===== src/pkg/wfpf_regs.svh =====
// Register offsets, field positions and reset values of the pattern filter.
`ifndef WFPF_REGS_SVH
`define WFPF_REGS_SVH

`define WFPF_OFS_WCS       6'h00
`define WFPF_OFS_CFGA      6'h04
`define WFPF_OFS_CFGB      6'h08
`define WFPF_OFS_MASK0     6'h0c
`define WFPF_OFS_MASK1     6'h10
`define WFPF_OFS_MASK2     6'h14
`define WFPF_OFS_MASK3     6'h18
`define WFPF_OFS_ADDRA     6'h1c
`define WFPF_OFS_ADDRB     6'h20
`define WFPF_OFS_ADDRC     6'h24
`define WFPF_OFS_IRQ_MASK  6'h28
`define WFPF_OFS_IRQ_FLAGS 6'h2c

`define WFPF_WCS_EN        0
`define WFPF_WCS_RCV       1
`define WFPF_WCS_CFGD      2
`define WFPF_CFGA_FEN      0
`define WFPF_CFGA_AME      1
`define WFPF_CFGA_AMC      2
`define WFPF_CFGA_BCE      3
`define WFPF_CFGA_TRG      4
`define WFPF_CFGA_OFS_LSB  8
`define WFPF_IRQ_WOL       8

`define WFPF_CRC_PRESET    16'hffff
`define WFPF_CRC_RST       16'h0000
`define WFPF_MASK_BYTES    9'h080
`define WFPF_DA_BYTES      9'h006
`define WFPF_POS_MAX       9'h1ff

`endif


===== src/pkg/wfpf_pkg.sv =====
// Types shared by the pattern filter modules.
package wfpf_pkg;

   typedef enum logic [1:0]
   {
      WFPF_IDLE  = 2'b00,
      WFPF_RECV  = 2'b01,
      WFPF_CHECK = 2'b11
   } wfpf_state_t;

   typedef logic [15:0] wfpf_crc_t;

endpackage


===== src/core/wfpf_crc16.sv =====
// One byte step of the wake pattern CRC-16.
`timescale 1ns/1ps
module wfpf_crc16
   import wfpf_pkg::*;
(
   // Accumulator and byte.
   input  wire wfpf_crc_t   crc_in,
   input  wire logic [7:0]  data,
   // Updated accumulator.
   output wfpf_crc_t        crc_out
);

   logic [7:0] f;

   // Intermediate terms chain through the data bits.
   always_comb
   begin
      f[0] = crc_in[15] ^ data[0];
      for (int i = 1; i < 8; i++)
      begin
         f[i] = crc_in[15 - i] ^ f[i - 1] ^ data[i];
      end
   end

   assign crc_out = {crc_in[7] ^ f[7], crc_in[6:2], crc_in[1] ^ f[0],
                     crc_in[0] ^ f[1], f[0] ^ f[2], f[1] ^ f[3],
                     f[2] ^ f[4], f[3] ^ f[5], f[4] ^ f[6], f[5] ^ f[7],
                     f[6], f[7]};

endmodule


===== src/core/wfpf_filter.sv =====
// Wake pattern filter with its register file on an Avalon-MM slave.
`timescale 1ns/1ps
`include "wfpf_regs.svh"
module wfpf_filter
   import wfpf_pkg::*;
(
   // Clock and resets.
   input  wire logic        clk,
   input  wire logic        rst_b,
   input  wire logic        soft_rst,
   // Received frame bytes.
   input  wire logic        rx_valid,
   input  wire logic [7:0]  rx_data,
   input  wire logic        rx_sof,
   input  wire logic        rx_eof,
   input  wire logic        rx_fcs_ok,
   input  wire logic        rx_len_ok,
   // Register bus.
   input  wire logic [5:0]  avs_address,
   input  wire logic        avs_read,
   input  wire logic        avs_write,
   input  wire logic [31:0] avs_writedata,
   input  wire logic [3:0]  avs_byteenable,
   output logic      [31:0] avs_readdata,
   output logic             avs_waitrequest,
   // Wake indication.
   output logic             wake_event,
   output logic             wol_event_flag
);

   // Merges written bytes into a register value.
   function automatic logic [31:0] be_merge(input logic [31:0] old,
                                            input logic [31:0] wd,
                                            input logic [3:0]  be);
      logic [31:0] r;
      r = old;
      for (int b = 0; b < 4; b++)
      begin
         if (be[b])
         begin
            r[8*b +: 8] = wd[8*b +: 8];
         end
      end
      return r;
   endfunction

   // Saturating byte position increment.
   function automatic logic [8:0] sat_inc(input logic [8:0] p);
      return (p == `WFPF_POS_MAX) ? p : p + 9'h001;
   endfunction

   // Bus slave state.
   logic        ack_r;
   logic [31:0] rdata_r;
   // Configuration and status.
   logic        det_en_r;
   logic        cfgd_r;
   logic        rcv_r;
   logic [15:0] cfga_r;
   logic        trg_r;
   logic [15:0] exp_crc_r;
   logic [127:0] mask_r;
   logic [15:0] addr_a_r;
   logic [15:0] addr_b_r;
   logic [15:0] addr_c_r;
   logic        irq_mask_r;
   logic        wol_r;
   // Frame path.
   wfpf_state_t state_r;
   wfpf_state_t state_nxt;
   logic [8:0]  pos_r;
   wfpf_crc_t   crc_r;
   wfpf_crc_t   crc_nxt;
   logic [47:0] da_r;
   logic        ok_r;
   logic        wake_r;

   // Bus decoding.
   wire req     = avs_read | avs_write;
   wire wr_go   = avs_write & ack_r;
   wire sel_wcs = avs_address == `WFPF_OFS_WCS;
   wire sel_cfa = avs_address == `WFPF_OFS_CFGA;
   wire sel_cfb = avs_address == `WFPF_OFS_CFGB;
   wire sel_m0  = avs_address == `WFPF_OFS_MASK0;
   wire sel_m1  = avs_address == `WFPF_OFS_MASK1;
   wire sel_m2  = avs_address == `WFPF_OFS_MASK2;
   wire sel_m3  = avs_address == `WFPF_OFS_MASK3;
   wire sel_aa  = avs_address == `WFPF_OFS_ADDRA;
   wire sel_ab  = avs_address == `WFPF_OFS_ADDRB;
   wire sel_ac  = avs_address == `WFPF_OFS_ADDRC;
   wire sel_im  = avs_address == `WFPF_OFS_IRQ_MASK;
   wire sel_if  = avs_address == `WFPF_OFS_IRQ_FLAGS;
   wire [31:0] wd_low = avs_writedata & {32{avs_byteenable[0]}};
   wire [31:0] wd_hi1 = avs_writedata & {32{avs_byteenable[1]}};
   wire clr_rcv = wr_go & sel_wcs & wd_low[`WFPF_WCS_RCV];
   wire clr_trg = wr_go & sel_cfa & wd_low[`WFPF_CFGA_TRG];
   wire clr_wol = wr_go & sel_if & wd_hi1[`WFPF_IRQ_WOL];

   // Configuration fields.
   wire       f_en   = cfga_r[`WFPF_CFGA_FEN];
   wire       am_en  = cfga_r[`WFPF_CFGA_AME];
   wire       amc_en = cfga_r[`WFPF_CFGA_AMC];
   wire       bc_en  = cfga_r[`WFPF_CFGA_BCE];
   wire [7:0] offs   = cfga_r[`WFPF_CFGA_OFS_LSB +: 8];
   wire       det_on = det_en_r & f_en;

   // Read data selection.
   wire [31:0] rd_wcs = {29'h0, cfgd_r, rcv_r, det_en_r};
   wire [31:0] rd_cfa = {16'h0, cfga_r[15:5], trg_r, cfga_r[3:0]};
   wire [31:0] rd_mux =
      sel_wcs ? rd_wcs :
      sel_cfa ? rd_cfa :
      sel_cfb ? {16'h0, exp_crc_r} :
      sel_m0  ? mask_r[31:0] :
      sel_m1  ? mask_r[63:32] :
      sel_m2  ? mask_r[95:64] :
      sel_m3  ? mask_r[127:96] :
      sel_aa  ? {16'h0, addr_a_r} :
      sel_ab  ? {16'h0, addr_b_r} :
      sel_ac  ? {16'h0, addr_c_r} :
      sel_im  ? {23'h0, irq_mask_r, 8'h0} :
      sel_if  ? {23'h0, wol_r, 8'h0} : 32'h0;

   assign avs_waitrequest = req & ~ack_r;
   assign avs_readdata    = rdata_r;

   // One wait cycle, then the answer.
   always_ff @(posedge clk or negedge rst_b)
   begin
      if (!rst_b)
      begin
         ack_r   <= 1'b0;
         rdata_r <= 32'h0;
      end
      else
      begin
         ack_r <= req & ~ack_r;
         if (avs_read & ~ack_r)
         begin
            rdata_r <= rd_mux;
         end
      end
   end

   // Configuration registers ignore the soft reset.
   always_ff @(posedge clk or negedge rst_b)
   begin
      if (!rst_b)
      begin
         det_en_r   <= 1'b0;
         cfgd_r     <= 1'b0;
         cfga_r     <= 16'h0;
         exp_crc_r  <= `WFPF_CRC_RST;
         mask_r     <= 128'h0;
         addr_a_r   <= 16'h0;
         addr_b_r   <= 16'h0;
         addr_c_r   <= 16'h0;
         irq_mask_r <= 1'b0;
      end
      else if (wr_go)
      begin
         if (sel_wcs & avs_byteenable[0])
         begin
            det_en_r <= avs_writedata[`WFPF_WCS_EN];
            cfgd_r   <= avs_writedata[`WFPF_WCS_CFGD];
         end
         if (sel_cfa)
         begin
            cfga_r <= 16'(be_merge({16'h0, cfga_r}, avs_writedata,
                                   avs_byteenable));
         end
         if (sel_cfb)
         begin
            exp_crc_r <= 16'(be_merge({16'h0, exp_crc_r}, avs_writedata,
                                      avs_byteenable));
         end
         if (sel_m0)
         begin
            mask_r[31:0] <= be_merge(mask_r[31:0], avs_writedata,
                                     avs_byteenable);
         end
         if (sel_m1)
         begin
            mask_r[63:32] <= be_merge(mask_r[63:32], avs_writedata,
                                      avs_byteenable);
         end
         if (sel_m2)
         begin
            mask_r[95:64] <= be_merge(mask_r[95:64], avs_writedata,
                                      avs_byteenable);
         end
         if (sel_m3)
         begin
            mask_r[127:96] <= be_merge(mask_r[127:96], avs_writedata,
                                       avs_byteenable);
         end
         if (sel_aa)
         begin
            addr_a_r <= 16'(be_merge({16'h0, addr_a_r}, avs_writedata,
                                     avs_byteenable));
         end
         if (sel_ab)
         begin
            addr_b_r <= 16'(be_merge({16'h0, addr_b_r}, avs_writedata,
                                     avs_byteenable));
         end
         if (sel_ac)
         begin
            addr_c_r <= 16'(be_merge({16'h0, addr_c_r}, avs_writedata,
                                     avs_byteenable));
         end
         if (sel_im & avs_byteenable[1])
         begin
            irq_mask_r <= avs_writedata[`WFPF_IRQ_WOL];
         end
      end
   end

   // Byte selection and CRC accumulation.
   wire        in_frame = state_r == WFPF_RECV;
   wire        start    = rx_valid & rx_sof & det_on;
   wire        byte_go  = rx_valid & (start | (in_frame & ~rx_sof));
   wire [8:0]  pos_cur  = rx_sof ? 9'h000 : pos_r;
   wire [8:0]  rel      = pos_cur - {1'b0, offs};
   wire        in_win   = (pos_cur >= {1'b0, offs}) & (rel < `WFPF_MASK_BYTES);
   wire        incl     = byte_go & in_win & mask_r[rel[6:0]];
   wire [15:0] crc_base = rx_sof ? `WFPF_CRC_PRESET : crc_r;
   wire [15:0] crc_step;

   wfpf_crc16 u_crc
   (
      .crc_in  (crc_base),
      .data    (rx_data),
      .crc_out (crc_step)
   );

   always_comb
   begin
      crc_nxt = crc_r;
      if (byte_go)
      begin
         crc_nxt = incl ? crc_step : crc_base;
      end
   end

   // Frame sequencing; a new start aborts an unfinished frame.
   always_comb
   begin
      case (state_r)
         WFPF_IDLE:
            state_nxt = start ? WFPF_RECV : WFPF_IDLE;
         WFPF_RECV:
            state_nxt = (byte_go & rx_eof) ? WFPF_CHECK :
                        (rx_valid & rx_sof & ~det_on) ? WFPF_IDLE : WFPF_RECV;
         WFPF_CHECK:
            state_nxt = start ? WFPF_RECV : WFPF_IDLE;
         default:
            state_nxt = WFPF_IDLE;
      endcase
      if (start & rx_eof)
      begin
         state_nxt = WFPF_CHECK;
      end
   end

   always_ff @(posedge clk or negedge rst_b)
   begin
      if (!rst_b)
      begin
         state_r <= WFPF_IDLE;
         pos_r   <= 9'h000;
         crc_r   <= `WFPF_CRC_PRESET;
         da_r    <= 48'h0;
         ok_r    <= 1'b0;
      end
      else if (soft_rst)
      begin
         state_r <= WFPF_IDLE;
         pos_r   <= 9'h000;
      end
      else
      begin
         state_r <= state_nxt;
         crc_r   <= crc_nxt;
         if (byte_go)
         begin
            pos_r <= sat_inc(pos_cur);
            if (pos_cur < `WFPF_DA_BYTES)
            begin
               da_r[{pos_cur[2:0], 3'b000} +: 8] <= rx_data;
            end
            if (rx_eof)
            begin
               ok_r <= rx_fcs_ok & rx_len_ok & (pos_cur >= 9'h005);
            end
         end
      end
   end

   // Destination classification and wake decision.
   wire is_bc   = &da_r;
   wire is_mc   = ~is_bc & da_r[0];
   wire a_hit   = da_r == {addr_c_r, addr_b_r, addr_a_r};
   wire q_uni   = ~am_en | a_hit;
   wire q_mc    = amc_en | (am_en & a_hit);
   wire a_qual  = is_bc ? bc_en : (is_mc ? q_mc : q_uni);
   wire crc_hit = crc_r == exp_crc_r;
   wire checking = state_r == WFPF_CHECK;
   wire wake_hit = checking & det_on & crc_hit & a_qual & ok_r;

   // Sticky flags and the wake pulse; a new event wins over a clear in the same cycle.
   always_ff @(posedge clk or negedge rst_b)
   begin
      if (!rst_b)
      begin
         rcv_r  <= 1'b0;
         trg_r  <= 1'b0;
         wol_r  <= 1'b0;
         wake_r <= 1'b0;
      end
      else
      begin
         rcv_r  <= wake_hit | (rcv_r & ~clr_rcv);
         trg_r  <= wake_hit | (trg_r & ~clr_trg);
         wol_r  <= wake_hit | (wol_r & ~clr_wol);
         wake_r <= wake_hit;
      end
   end

   assign wake_event     = wake_r;
   assign wol_event_flag = wol_r;
endmodule


===== config.mk =====
export PLATFORM = sky130hd
export DESIGN_NAME = wfpf_filter
export DESIGN_NICKNAME = d
export VERILOG_FILES = /design/src/pkg/wfpf_pkg.sv /design/src/core/wfpf_crc16.sv /design/src/core/wfpf_filter.sv
export VERILOG_INCLUDE_DIRS = /design/src /design/src/pkg
export SDC_FILE = /design/constraint.sdc
export NUM_CORES = 1
export LEC_CHECK = 0
export BUFFER_PORTS_ARGS = -buffer_cell sky130_fd_sc_hd__buf_4
export CORE_UTILIZATION = 60
export CTS_BUF_LIST = sky130_fd_sc_hd__clkbuf_4
export DETAILED_ROUTE_END_ITERATION = 6
export GPL_TIMING_DRIVEN = 0
export PLACE_DENSITY = 0.88
export SLEW_MARGIN = 20
export SYNTH_ARGS = -nofsm -noshare
export SYNTH_HDL_FRONTEND = slang
export SYNTH_HIERARCHICAL = 1
export SYNTH_SLANG_ARGS = --single-unit

===== constraint.sdc =====
create_clock -name clk -period 4.2 [get_ports clk]
set_input_delay 0.42 -clock clk [delete_from_list [all_inputs] [get_ports clk]]
set_output_delay 0.42 -clock clk [all_outputs]
set_load 0.05 [all_outputs]

==> results of run 1 <==
-- placed cells by master, fill, tap and decap left out, drive strengths merged, types with 13 or more instances in the layout --
master	n
clkbuf	171
nand2	103
inv	37
dlygate4sd3	23
nand3	18
clkinv	18
dfrtp	307
xor2	38
or2	17
nand2b	13
ha	15
nor2	70
a22o	16
o21ai	93
a221oi	13
nand4	25
dfstp	16
a21oi	26
xnor2	51
nor2b	13
mux4	41
mux2	251
buf	117
nor4	14
a22oi	19
mux2i	51
-- cell usage after synthesis, types with 12 or more instances --
library cell,instances
a21oi_1,24
a221oi_1,13
a22o_1,16
a22oi_1,19
clkbuf_1,52
dfrtp_1,307
dfstp_2,16
ha_1,15
inv_1,36
mux2_2,251
mux2i_1,51
mux4_2,35
nand2_1,103
nand2b_1,13
nand3_1,18
nand4_1,25
nor2_1,70
nor2b_1,13
nor3_1,12
nor4_1,14
o21ai_0,93
or2_2,17
xnor2_1,46
xor2_1,36
-- power groups by stage --
stage                     Clock, mW  Sequential [mW]  Combinational [mW]
after floorplan                   0             3.48               0.666
after global placement            0             3.52               0.985
after detailed placement          0             3.53                1.03
after CTS                      2.79             3.47                1.07
after global routing           2.97             3.49                1.16
final                          2.79             3.48                1.10
-- per-layer routing --
metal  track usage (%)  wire length, um  vias to the layer above  share of wire [%]
li1                  -                -                     5641                  -
met1              46.6            19300                     6825                 37
met2              56.7            23800                     1007                 46
met3              11.3             5780                      238                 11
met4              19.1             2780                        0                5.4
met5                 0                0                        -                  0
-- final cells by class --
| cell class | count | area share (%) |
|---|---|---|
| Multi-Input combinational cell | 984 | 43.1 |
| Sequential cell | 323 | 41.4 |
| Timing Repair Buffer | 120 | 5.25 |
| Clock buffer | 120 | 4.61 |
| Tap cell | 378 | 2.42 |
| Buffer | 71 | 1.75 |
| Clock inverter | 22 | 0.755 |
| Inverter | 36 | 0.691 |
| Antenna cell | 1 | 0.0128 |
-- kinds of logic after synthesis --
family / after synthesis / share of synthesized area [%]
AOI/OAI and AO/OA: 220 / 8.55
and+or+nand+nor: 314 / 8.94
DFF: 323 / 47.9
adders and majority gates: 16 / 1.23
xor gates and xnor gates: 91 / 5.33
muxes: 343 / 25.3
buffers and inverters: 108 / 2.74
-- path summary, 6_finish.rpt --
| kind | from | to | slack (ns) | cells past startpoint |
|---|---|---|---|---|
| setup / recovery | pos_r[0] | crc_r[1] | 0.18 | 15 |
| hold / removal | avs_writedata[1] | cfga_r[1] | 0.03 | 2 |
| setup reg to reg | pos_r[0] | crc_r[1] | 0.18 | 15 |
| hold reg to reg | avs_readdata[10] | avs_readdata[10] | 0.48 | 2 |
| max in group asynchronous | rst_b | mask_r[103] | 2.77 | 4 |
| min in group asynchronous | rst_b | addr_a_r[9] | 0.23 | 2 |
-- worst max-delay path, cell delays in order, from the launching register on --
cell and delay, ns:
dfrtp_1 0.40, nor2b_4 0.18, inv_1 0.14, ha_1 0.20
inv_1 0.07, fa_2 0.64, clkbuf_8 0.23, mux4_1 0.32
mux2i_1 0.15, mux2i_1 0.21, and3_1 0.30, o41ai_4 0.44
a211oi_4 0.10, buf_4 0.18, buf_4 0.16, mux2i_1 0.18
-- stage by stage --
stage | worst slack, ns | total power, mW | instances | util (%)
after CTS | 0.0187 | 7.32 | 2054 | 70.2
final | 0.185 | 7.37 | 2055 | 70.4
after floorplan | 0.222 | 4.15 | 1415 | -
after global routing | 0.0603 | 7.63 | 2055 | 70.4
after global placement | -1.11 | 4.50 | 1885 | 65.1
after detailed placement | -1.20 | 4.56 | 1888 | 65.4
-- registers in the layout, indices dropped and copies added, names as in the netlist --
register,flops
trg_r,1
cfga_r,15
irq_mask_r,1
wol_event_flag,1
ok_r,1
wake_event,1
state_r,2
ack_r,1
cfgd_r,1
rcv_r,1
crc_r,16
det_en_r,1
addr_a_r,16
pos_r,9
addr_b_r,16
addr_c_r,16
da_r,48
exp_crc_r,16
mask_r,128
avs_readdata,32
-- repair_timing --
item | 4_1_cts | 5_1_grt
setup buffers | 2 | 0
resized for setup | 11 | 8
hold buffers | 22 | 1
hold endpoints to repair | 123 | 1
pin swaps | 1 | 1
gates cloned | 0 | 0
endpoints found under the setup margin | 16 | 16
==> results_dict.tcl, run 1 <==
set metrics [dict create \
    p_int_mw 5.23 \
    ys_seq_area_share_pct 47.9 \
    clk_pin_slew_ns 0.06 \
    die_w_um 170 \
    numCtsBuffers 87 \
    p_sw_mw 2.13 \
    wl_per_cell_um 25.2 \
    io_pins 95 \
    grt_overflow 0 \
    rsz0062_at_grt "false" \
    worst_ep_arrival_time_ns 4.64 \
    initial_core_util_pct 60.9 \
    coreArea_um2 27800 \
    vias 13711 \
    cts_tree "done" \
    cp-start-kind "register" \
    crit_fanout 10 \
    endpoint_kind "register" \
    drv_cap 0 \
    synth_area_leaders "dfrtp_1, mux2_2, mux4_2" \
    fillers 1849 \
    die_h_um 170 \
    vias_per_cell 6.67 \
    crit_required_ns 4.83 \
    placed_cell_area_um2 18200 \
    drive_gt1_share_pct 34.5 \
    worst_pin_slew_ns 1.03 \
    ir_drop_mv 0.186 \
    grt_pass1_vias 13893 \
    synth_cells 1415 \
    grt_max_degree 101 \
    period_needed_ns 4.02 \
    rows 61 \
    grt_pass1_wl_um 79200 \
    leakage_nw 9.30 \
    yosys_register_bits 323 \
    path_class "reg2reg" \
    numClockSinks 323 \
    fmax_mhz 249 \
    synth-edff-count 0 \
    port_buffers 92 \
    multiInputGateArea_um2 8420 \
    root_buffer "clkbuf_4" \
    drv_slew 0 \
    finalCritPeriodShare_pct 95.6 \
    drc 11 \
    dpl.hpwl_um 36200 \
    sw_frac_of_total_pct 29.0 \
    fin_nets 1699 \
    failed_checks "DRC" \
    p_clk_share_pct 37.9 \
    async_reset_ff_share_pct 100 \
    final_area_um2 19600 \
    p_per_area_nw_per_um2 377 \
    antenna_found_initial 1 \
    synth_cell_types 65 \
    synth_area_um2 16900 \
    place_congestion 1.01 \
    finClkSkew_ns 0.0361 \
    layout.area.seq_um2 8100 \
    die_area_um2 28900 \
    firstDrtPassIters 7 \
    drt-initial-drc-count 1883 \
    outcome "finished, violations left" \
    pwr-share-comb_pct 14.9 \
    cts.path.max_buffers 3 \
    setup_violations 0 \
    clk_latency_ns 0.74 \
    holdWs_ns 0.0255 \
    grt.total_usage_pct 36.7 \
    syn-num-nets 1491 \
    cts_htree_levels 3 \
    final.setup.tns_ns 0 \
    ys.flop_type "dfrtp_1" \
    ant_nets 0 \
    max_slew_margin_pct 29.7 \
    syn_to_final_growth_pct 15.6 \
    ys_warn_count 6 \
    drt_wl_total_um 51700 \
    syn_area_per_cell_um2 12.0 \
    hold_viol 0 \
    hold_path_class "in2reg" \
    netlist.top_cell.by_area "dfrtp_1" \
    synth.top_cell.area_share_pct 45.4 \
    power_frac_seq_pct 47.3 \
]
No activity file was read; power rests on OpenSTA's default activity.
==> run 2, diff against run 1 <==
--- a/config.mk
+++ b/config.mk
@@ -11,7 +11,7 @@
 export CTS_BUF_LIST = sky130_fd_sc_hd__clkbuf_4
 export DETAILED_ROUTE_END_ITERATION = 6
 export GPL_TIMING_DRIVEN = 0
-export PLACE_DENSITY = 0.88
+export PLACE_DENSITY = 0.77
 export SLEW_MARGIN = 20
 export SYNTH_ARGS = -nofsm -noshare
 export SYNTH_HDL_FRONTEND = slang
==> results_dict.tcl, run 2 (synthesis gave the netlist of run 1 again) <==
set metrics [dict create \
    max_slew_margin_pct 28.4 \
    hold_viol 0 \
    initial_core_util_pct 60.9 \
    final_common_cell "dfrtp_1" \
    rows 61 \
    drt-met1-wl_um 20600 \
    cts.path.max_buffers 3 \
    numCtsBuffers 88 \
    failed_checks "DRC" \
    ant_nets 0 \
    grt_max_degree 105 \
    endpoint_kind "register" \
    wl_per_cell_um 24.7 \
    drc 3 \
    largest_reg_flops 128 \
    final_area_um2 19800 \
    cts_htree_levels 3 \
    drive_gt1_share_pct 34.8 \
    numClockSinks 323 \
    root_buffer "clkbuf_4" \
    crit_required_ns 4.84 \
    finClkSkew_ns 0.0680 \
    clk_latency_ns 0.78 \
    place_ws_ns -1.23 \
    die_w_um 170 \
    layout_common_cells "dfrtp_1, mux2_2, clkbuf_4" \
    firstDrtPassIters 7 \
    placed_cell_area_um2 18200 \
    leakage_nw 9.42 \
    period_needed_ns 4.05 \
    drv_slew 0 \
    drt-initial-drc-count 1369 \
    p_per_area_nw_per_um2 374 \
    coreArea_um2 27800 \
    io_pins 95 \
    grt_pass1_vias 13418 \
    dr_wl_met2_um 23700 \
    fin_nets 1718 \
    fin_ws_ns 0.151 \
    drv_cap 0 \
    vias 13301 \
    crit_fanout 10 \
    antenna_found_initial 1 \
    worst_ep_arrival_time_ns 4.69 \
    highest_layer "met4" \
    syn_to_final_growth_pct 17.0 \
    outcome "finished, violations left" \
    grt_pass1_wl_um 78600 \
    worst_pin_slew_ns 1.07 \
    path_class "reg2reg" \
    vias_per_cell 6.38 \
    die_h_um 170 \
    grt_overflow 0 \
    cts_tree "done" \
    top_register "mask_r" \
    clk_pin_slew_ns 0.07 \
    drt_wl_total_um 51600 \
    rsz0062_at_grt "false" \
    dpl.hpwl_um 36900 \
    port_buffers 92 \
    met3_length_um 5230 \
    die_area_um2 28900 \
    cp-start-kind "register" \
    grt.total_usage_pct 36.7 \
    finalCritPeriodShare_pct 96.4 \
    fmax_mhz 247 \
    setup_violations 0 \
    hold_path_class "in2reg" \
    total_power_mw 7.41 \
    place_congestion 0.952 \
    ir_drop_mv 0.236 \
]
-- run 2: changes by cell type in the layout (fill, tap and decap cells not counted), moves of 2 or more --
cell,before,now
mux2i_2,0,2
dlygate4sd3_1,23,40
inv_6,0,3
clkbuf_4,120,133
clkinv_2,3,1
bufinv_16,2,0
mux2i_1,51,49
-- run 2: layout make-up --
class                   count  area (um^2)
well taps                 378          473
plain buffers              72          350
flip-flops and latches    323         8100
multi-input cells         984         8420
inverters                  36          135
clock inverters            21          116
fillers                  2039         7980
clock buffers             133          998
diodes                      1         2.50
repair buffers            137         1200
-- run 2: what timing repair did --
action | 4_1_cts | 5_1_grt
hold buffers | 40 | 0
hold endpoints to repair | 205 | 0
setup endpoints to repair | 16 | 16
gates resized for setup | 16 | 9
setup buffers | 1 | 1
pin swaps | 2 | 1
-- run 2: worst paths after layout --
path / startpoint / end / slack, ns / cells past startpoint
setup / recovery: pos_r[0] / crc_r[4] / 0.15 / 15
hold / removal: avs_writedata[15] / addr_a_r[15] / 0.06 / 2
setup reg to reg: pos_r[0] / crc_r[4] / 0.15 / 15
hold reg to reg: ok_r / ok_r / 0.48 / 2
max in group asynchronous: rst_b / addr_b_r[2] / 2.69 / 4
min in group asynchronous: rst_b / da_r[44] / 0.17 / 2
-- run 2: layer usage --
layer  up-vias  track usage, %
met5         -               0
met4         0            16.1
met3       152            9.86
met2       821            55.9
met1      6635            49.7
li1       5693               -
-- run 2: through the flow --
step           hold slack [ns]  TNS, ns  cells  utilization [%]
6_report                0.0554        0   2085             71.3
4_1_cts                0.00412        0   2083             71.1
3_3_place_gp             0.465   -67.11   1885             65.1
3_5_place_dp             0.383   -17.93   1888             65.4
2_1_floorplan            0.124        0   1415                -
5_1_grt                0.00801        0   2085             71.3
-- run 2: power breakdown --
| group | switching [mW] | internal, mW | leakage [nW] | total (mW) |
|---|---|---|---|---|
| logic | 0.592 | 0.510 | 4.40 | 1.10 |
| registers | 0.178 | 3.30 | 4.35 | 3.48 |
| clock network | 1.37 | 1.46 | 0.664 | 2.83 |
| total | 2.14 | 5.27 | 9.42 | 7.41 |
-- run 2: worst max-delay path, stage by stage (launching register included) --
cell	delay, ns
dfrtp_1	0.39
nor2b_1	0.14
clkbuf_2	0.22
inv_1	0.15
ha_1	0.19
inv_1	0.06
fa_2	0.66
clkbuf_8	0.24
mux4_2	0.32
mux2i_1	0.24
mux2i_2	0.18
and3_1	0.26
o41ai_4	0.39
a211oi_4	0.15
buf_4	0.20
mux2i_1	0.17
==> run 3, diff against run 2 <==
--- a/config.mk
+++ b/config.mk
@@ -7,11 +7,14 @@
 export NUM_CORES = 1
 export LEC_CHECK = 0
 export BUFFER_PORTS_ARGS = -buffer_cell sky130_fd_sc_hd__buf_4
-export CORE_UTILIZATION = 60
+export CELL_PAD_IN_SITES_DETAIL_PLACEMENT = 2
+export CELL_PAD_IN_SITES_GLOBAL_PLACEMENT = 2
+export CORE_ASPECT_RATIO = 0.8
+export CORE_UTILIZATION = 44
 export CTS_BUF_LIST = sky130_fd_sc_hd__clkbuf_4
 export DETAILED_ROUTE_END_ITERATION = 6
 export GPL_TIMING_DRIVEN = 0
-export PLACE_DENSITY = 0.77
+export PLACE_DENSITY = 0.81
 export SLEW_MARGIN = 20
 export SYNTH_ARGS = -nofsm -noshare
 export SYNTH_HDL_FRONTEND = slang
==> results_dict.tcl, run 3 (synthesis gave the netlist of run 1 again) <==
set metrics [dict create \
    wl_per_cell_um 34.3 \
    path_class "reg2reg" \
    vias_per_cell 6.54 \
    ff2ff_setup_slack_ns -0.08 \
    crit_required_ns 4.93 \
    clk_latency_ns 0.84 \
    fin_ws_ns -0.0828 \
    die_w_um 221 \
    drv_slew 0 \
    crit_end "crc_r[14]" \
    layout.area.seq_um2 8100 \
    dpl.hpwl_um 47600 \
    initial_core_util_pct 45.2 \
    leakage_nw 9.49 \
    worst_pin_slew_ns 1.09 \
    numCtsBuffers 88 \
    die_h_um 177 \
    numClockSinks 323 \
    firstDrtPassIters 7 \
    drive_gt1_share_pct 35.8 \
    layout_common_cells "dfrtp_1, mux2_2, clkbuf_4" \
    cts_tree "done" \
    cts_htree_levels 3 \
    coreArea_um2 37400 \
    drt-initial-drc-count 1343 \
    endpoint_kind "register" \
    stdcell_count 2209 \
    top_register "mask_r" \
    worst_ep_arrival_time_ns 5.01 \
    drt_wl_total_um 75900 \
    syn_to_final_growth_pct 19.2 \
    clk_pin_slew_ns 0.08 \
    holdWs_ns 0.0707 \
    fmax_mhz 233 \
    multiInputGateArea_um2 8470 \
    port_buffers 92 \
    r2r_cells 17 \
    hold_path_class "in2reg" \
    final_common_cell "dfrtp_1" \
    grt_pass1_vias 16087 \
    rr_endpoint "crc_r[14]" \
    antenna_found_initial 4 \
    setup_violations 16 \
    max_slew_margin_pct 27.3 \
    rows 63 \
    failed_checks "setup timing" \
    place_congestion 0.894 \
    largest_reg_flops 128 \
    grt_max_degree 96 \
    vias 14446 \
    outcome "finished, violations left" \
    drv_cap 0 \
    cts.path.max_buffers 3 \
    root_buffer "clkbuf_4" \
    fin_nets 1732 \
    grt_overflow 0 \
    ant_nets 0 \
    startpoint "pos_r[0]" \
    r2r-start "pos_r[0]" \
    p_per_area_nw_per_um2 395 \
    grt.total_usage_pct 38.4 \
    ir_drop_mv 0.211 \
    period_needed_ns 4.28 \
    hold_viol 0 \
    fillers 3599 \
    cp-start-kind "register" \
    die_area_um2 39200 \
    drc 0 \
    min_delay_path_depth 5 \
    final_area_um2 20200 \
    finClkSkew_ns 0.0574 \
    io_pins 95 \
    placed_cell_area_um2 18300 \
    grt_pass1_wl_um 109000 \
    crit_fanout 10 \
    finalCritPeriodShare_pct 102 \
    dp.cells 1997 \
]
## run 3: critical path, stage by stage (launching register included)
cell       delay, ns
dfrtp_1         0.40
nor2b_1         0.14
buf_6           0.17
inv_2           0.10
ha_1            0.20
inv_1           0.08
fa_2            0.68
buf_6           0.14
buf_4           0.14
mux4_2          0.34
nor2b_1         0.16
a211oi_1        0.36
a2111oi_2       0.10
o41ai_4         0.54
a211oi_4        0.14
buf_6           0.19
buf_6           0.15
mux2i_1         0.17
## run 3: how the worst min path moves through the flow
stage | start | end | slack (ns)
after detailed placement | avs_readdata[22] | avs_readdata[22] | 0.48
after CTS | avs_address[1] | wol_event_flag | 0.02
final | avs_address[1] | wol_event_flag | 0.07
after global placement | trg_r | trg_r | 0.47
after floorplan | rst_b | ack_r | 0.12
after global routing | avs_address[1] | wol_event_flag | 0.06
## run 3: layout make-up
cell class,instances,share of cell area (%)
Multi-Input combinational cell,984,42.0
Sequential cell,323,40.2
Timing Repair Buffer,151,6.60
Clock buffer,139,5.18
Tap cell,487,3.02
Buffer,72,1.84
Inverter,36,0.670
Clock inverter,16,0.472
Antenna cell,1,0.0124
## run 3: metrics by stage
stage | power, mW | setup slack (ns) | util, % | TNS, ns
finish | 7.96 | -0.0828 | 53.9 | -0.712
global route | 8.14 | -0.108 | 53.9 | -1.21
CTS | 7.76 | 0.00732 | 53.4 | 0
detailed placement | 4.66 | -1.80 | 48.9 | -26.82
global placement | 4.57 | -1.38 | 48.7 | -130.25
floorplan | 4.15 | 0.222 | - | 0
## run 3: what timing repair did
item / CTS / global route
endpoints found under the setup margin: 16 / 16
cloned: 0 / 1
hold buffers: 46 / 0
resized for setup: 23 / 26
endpoints found under the hold margin: 287 / 0
pin swaps: 2 / 6
setup buffers: 1 / 8
## run 3: per-layer routing
layer / wire [um] / vias up / track usage [%]
li1: - / 5687 / -
met1: 29700 / 7676 / 47.9
met2: 36400 / 823 / 62.6
met3: 6130 / 256 / 8.97
met4: 3590 / 4 / 19.9
met5: 23 / - / 0
## run 3: power by group
part / total [mW] / switching (mW) / internal (mW)
logic: 1.28 / 0.748 / 0.537
clock network: 3.16 / 1.60 / 1.56
registers: 3.52 / 0.215 / 3.30
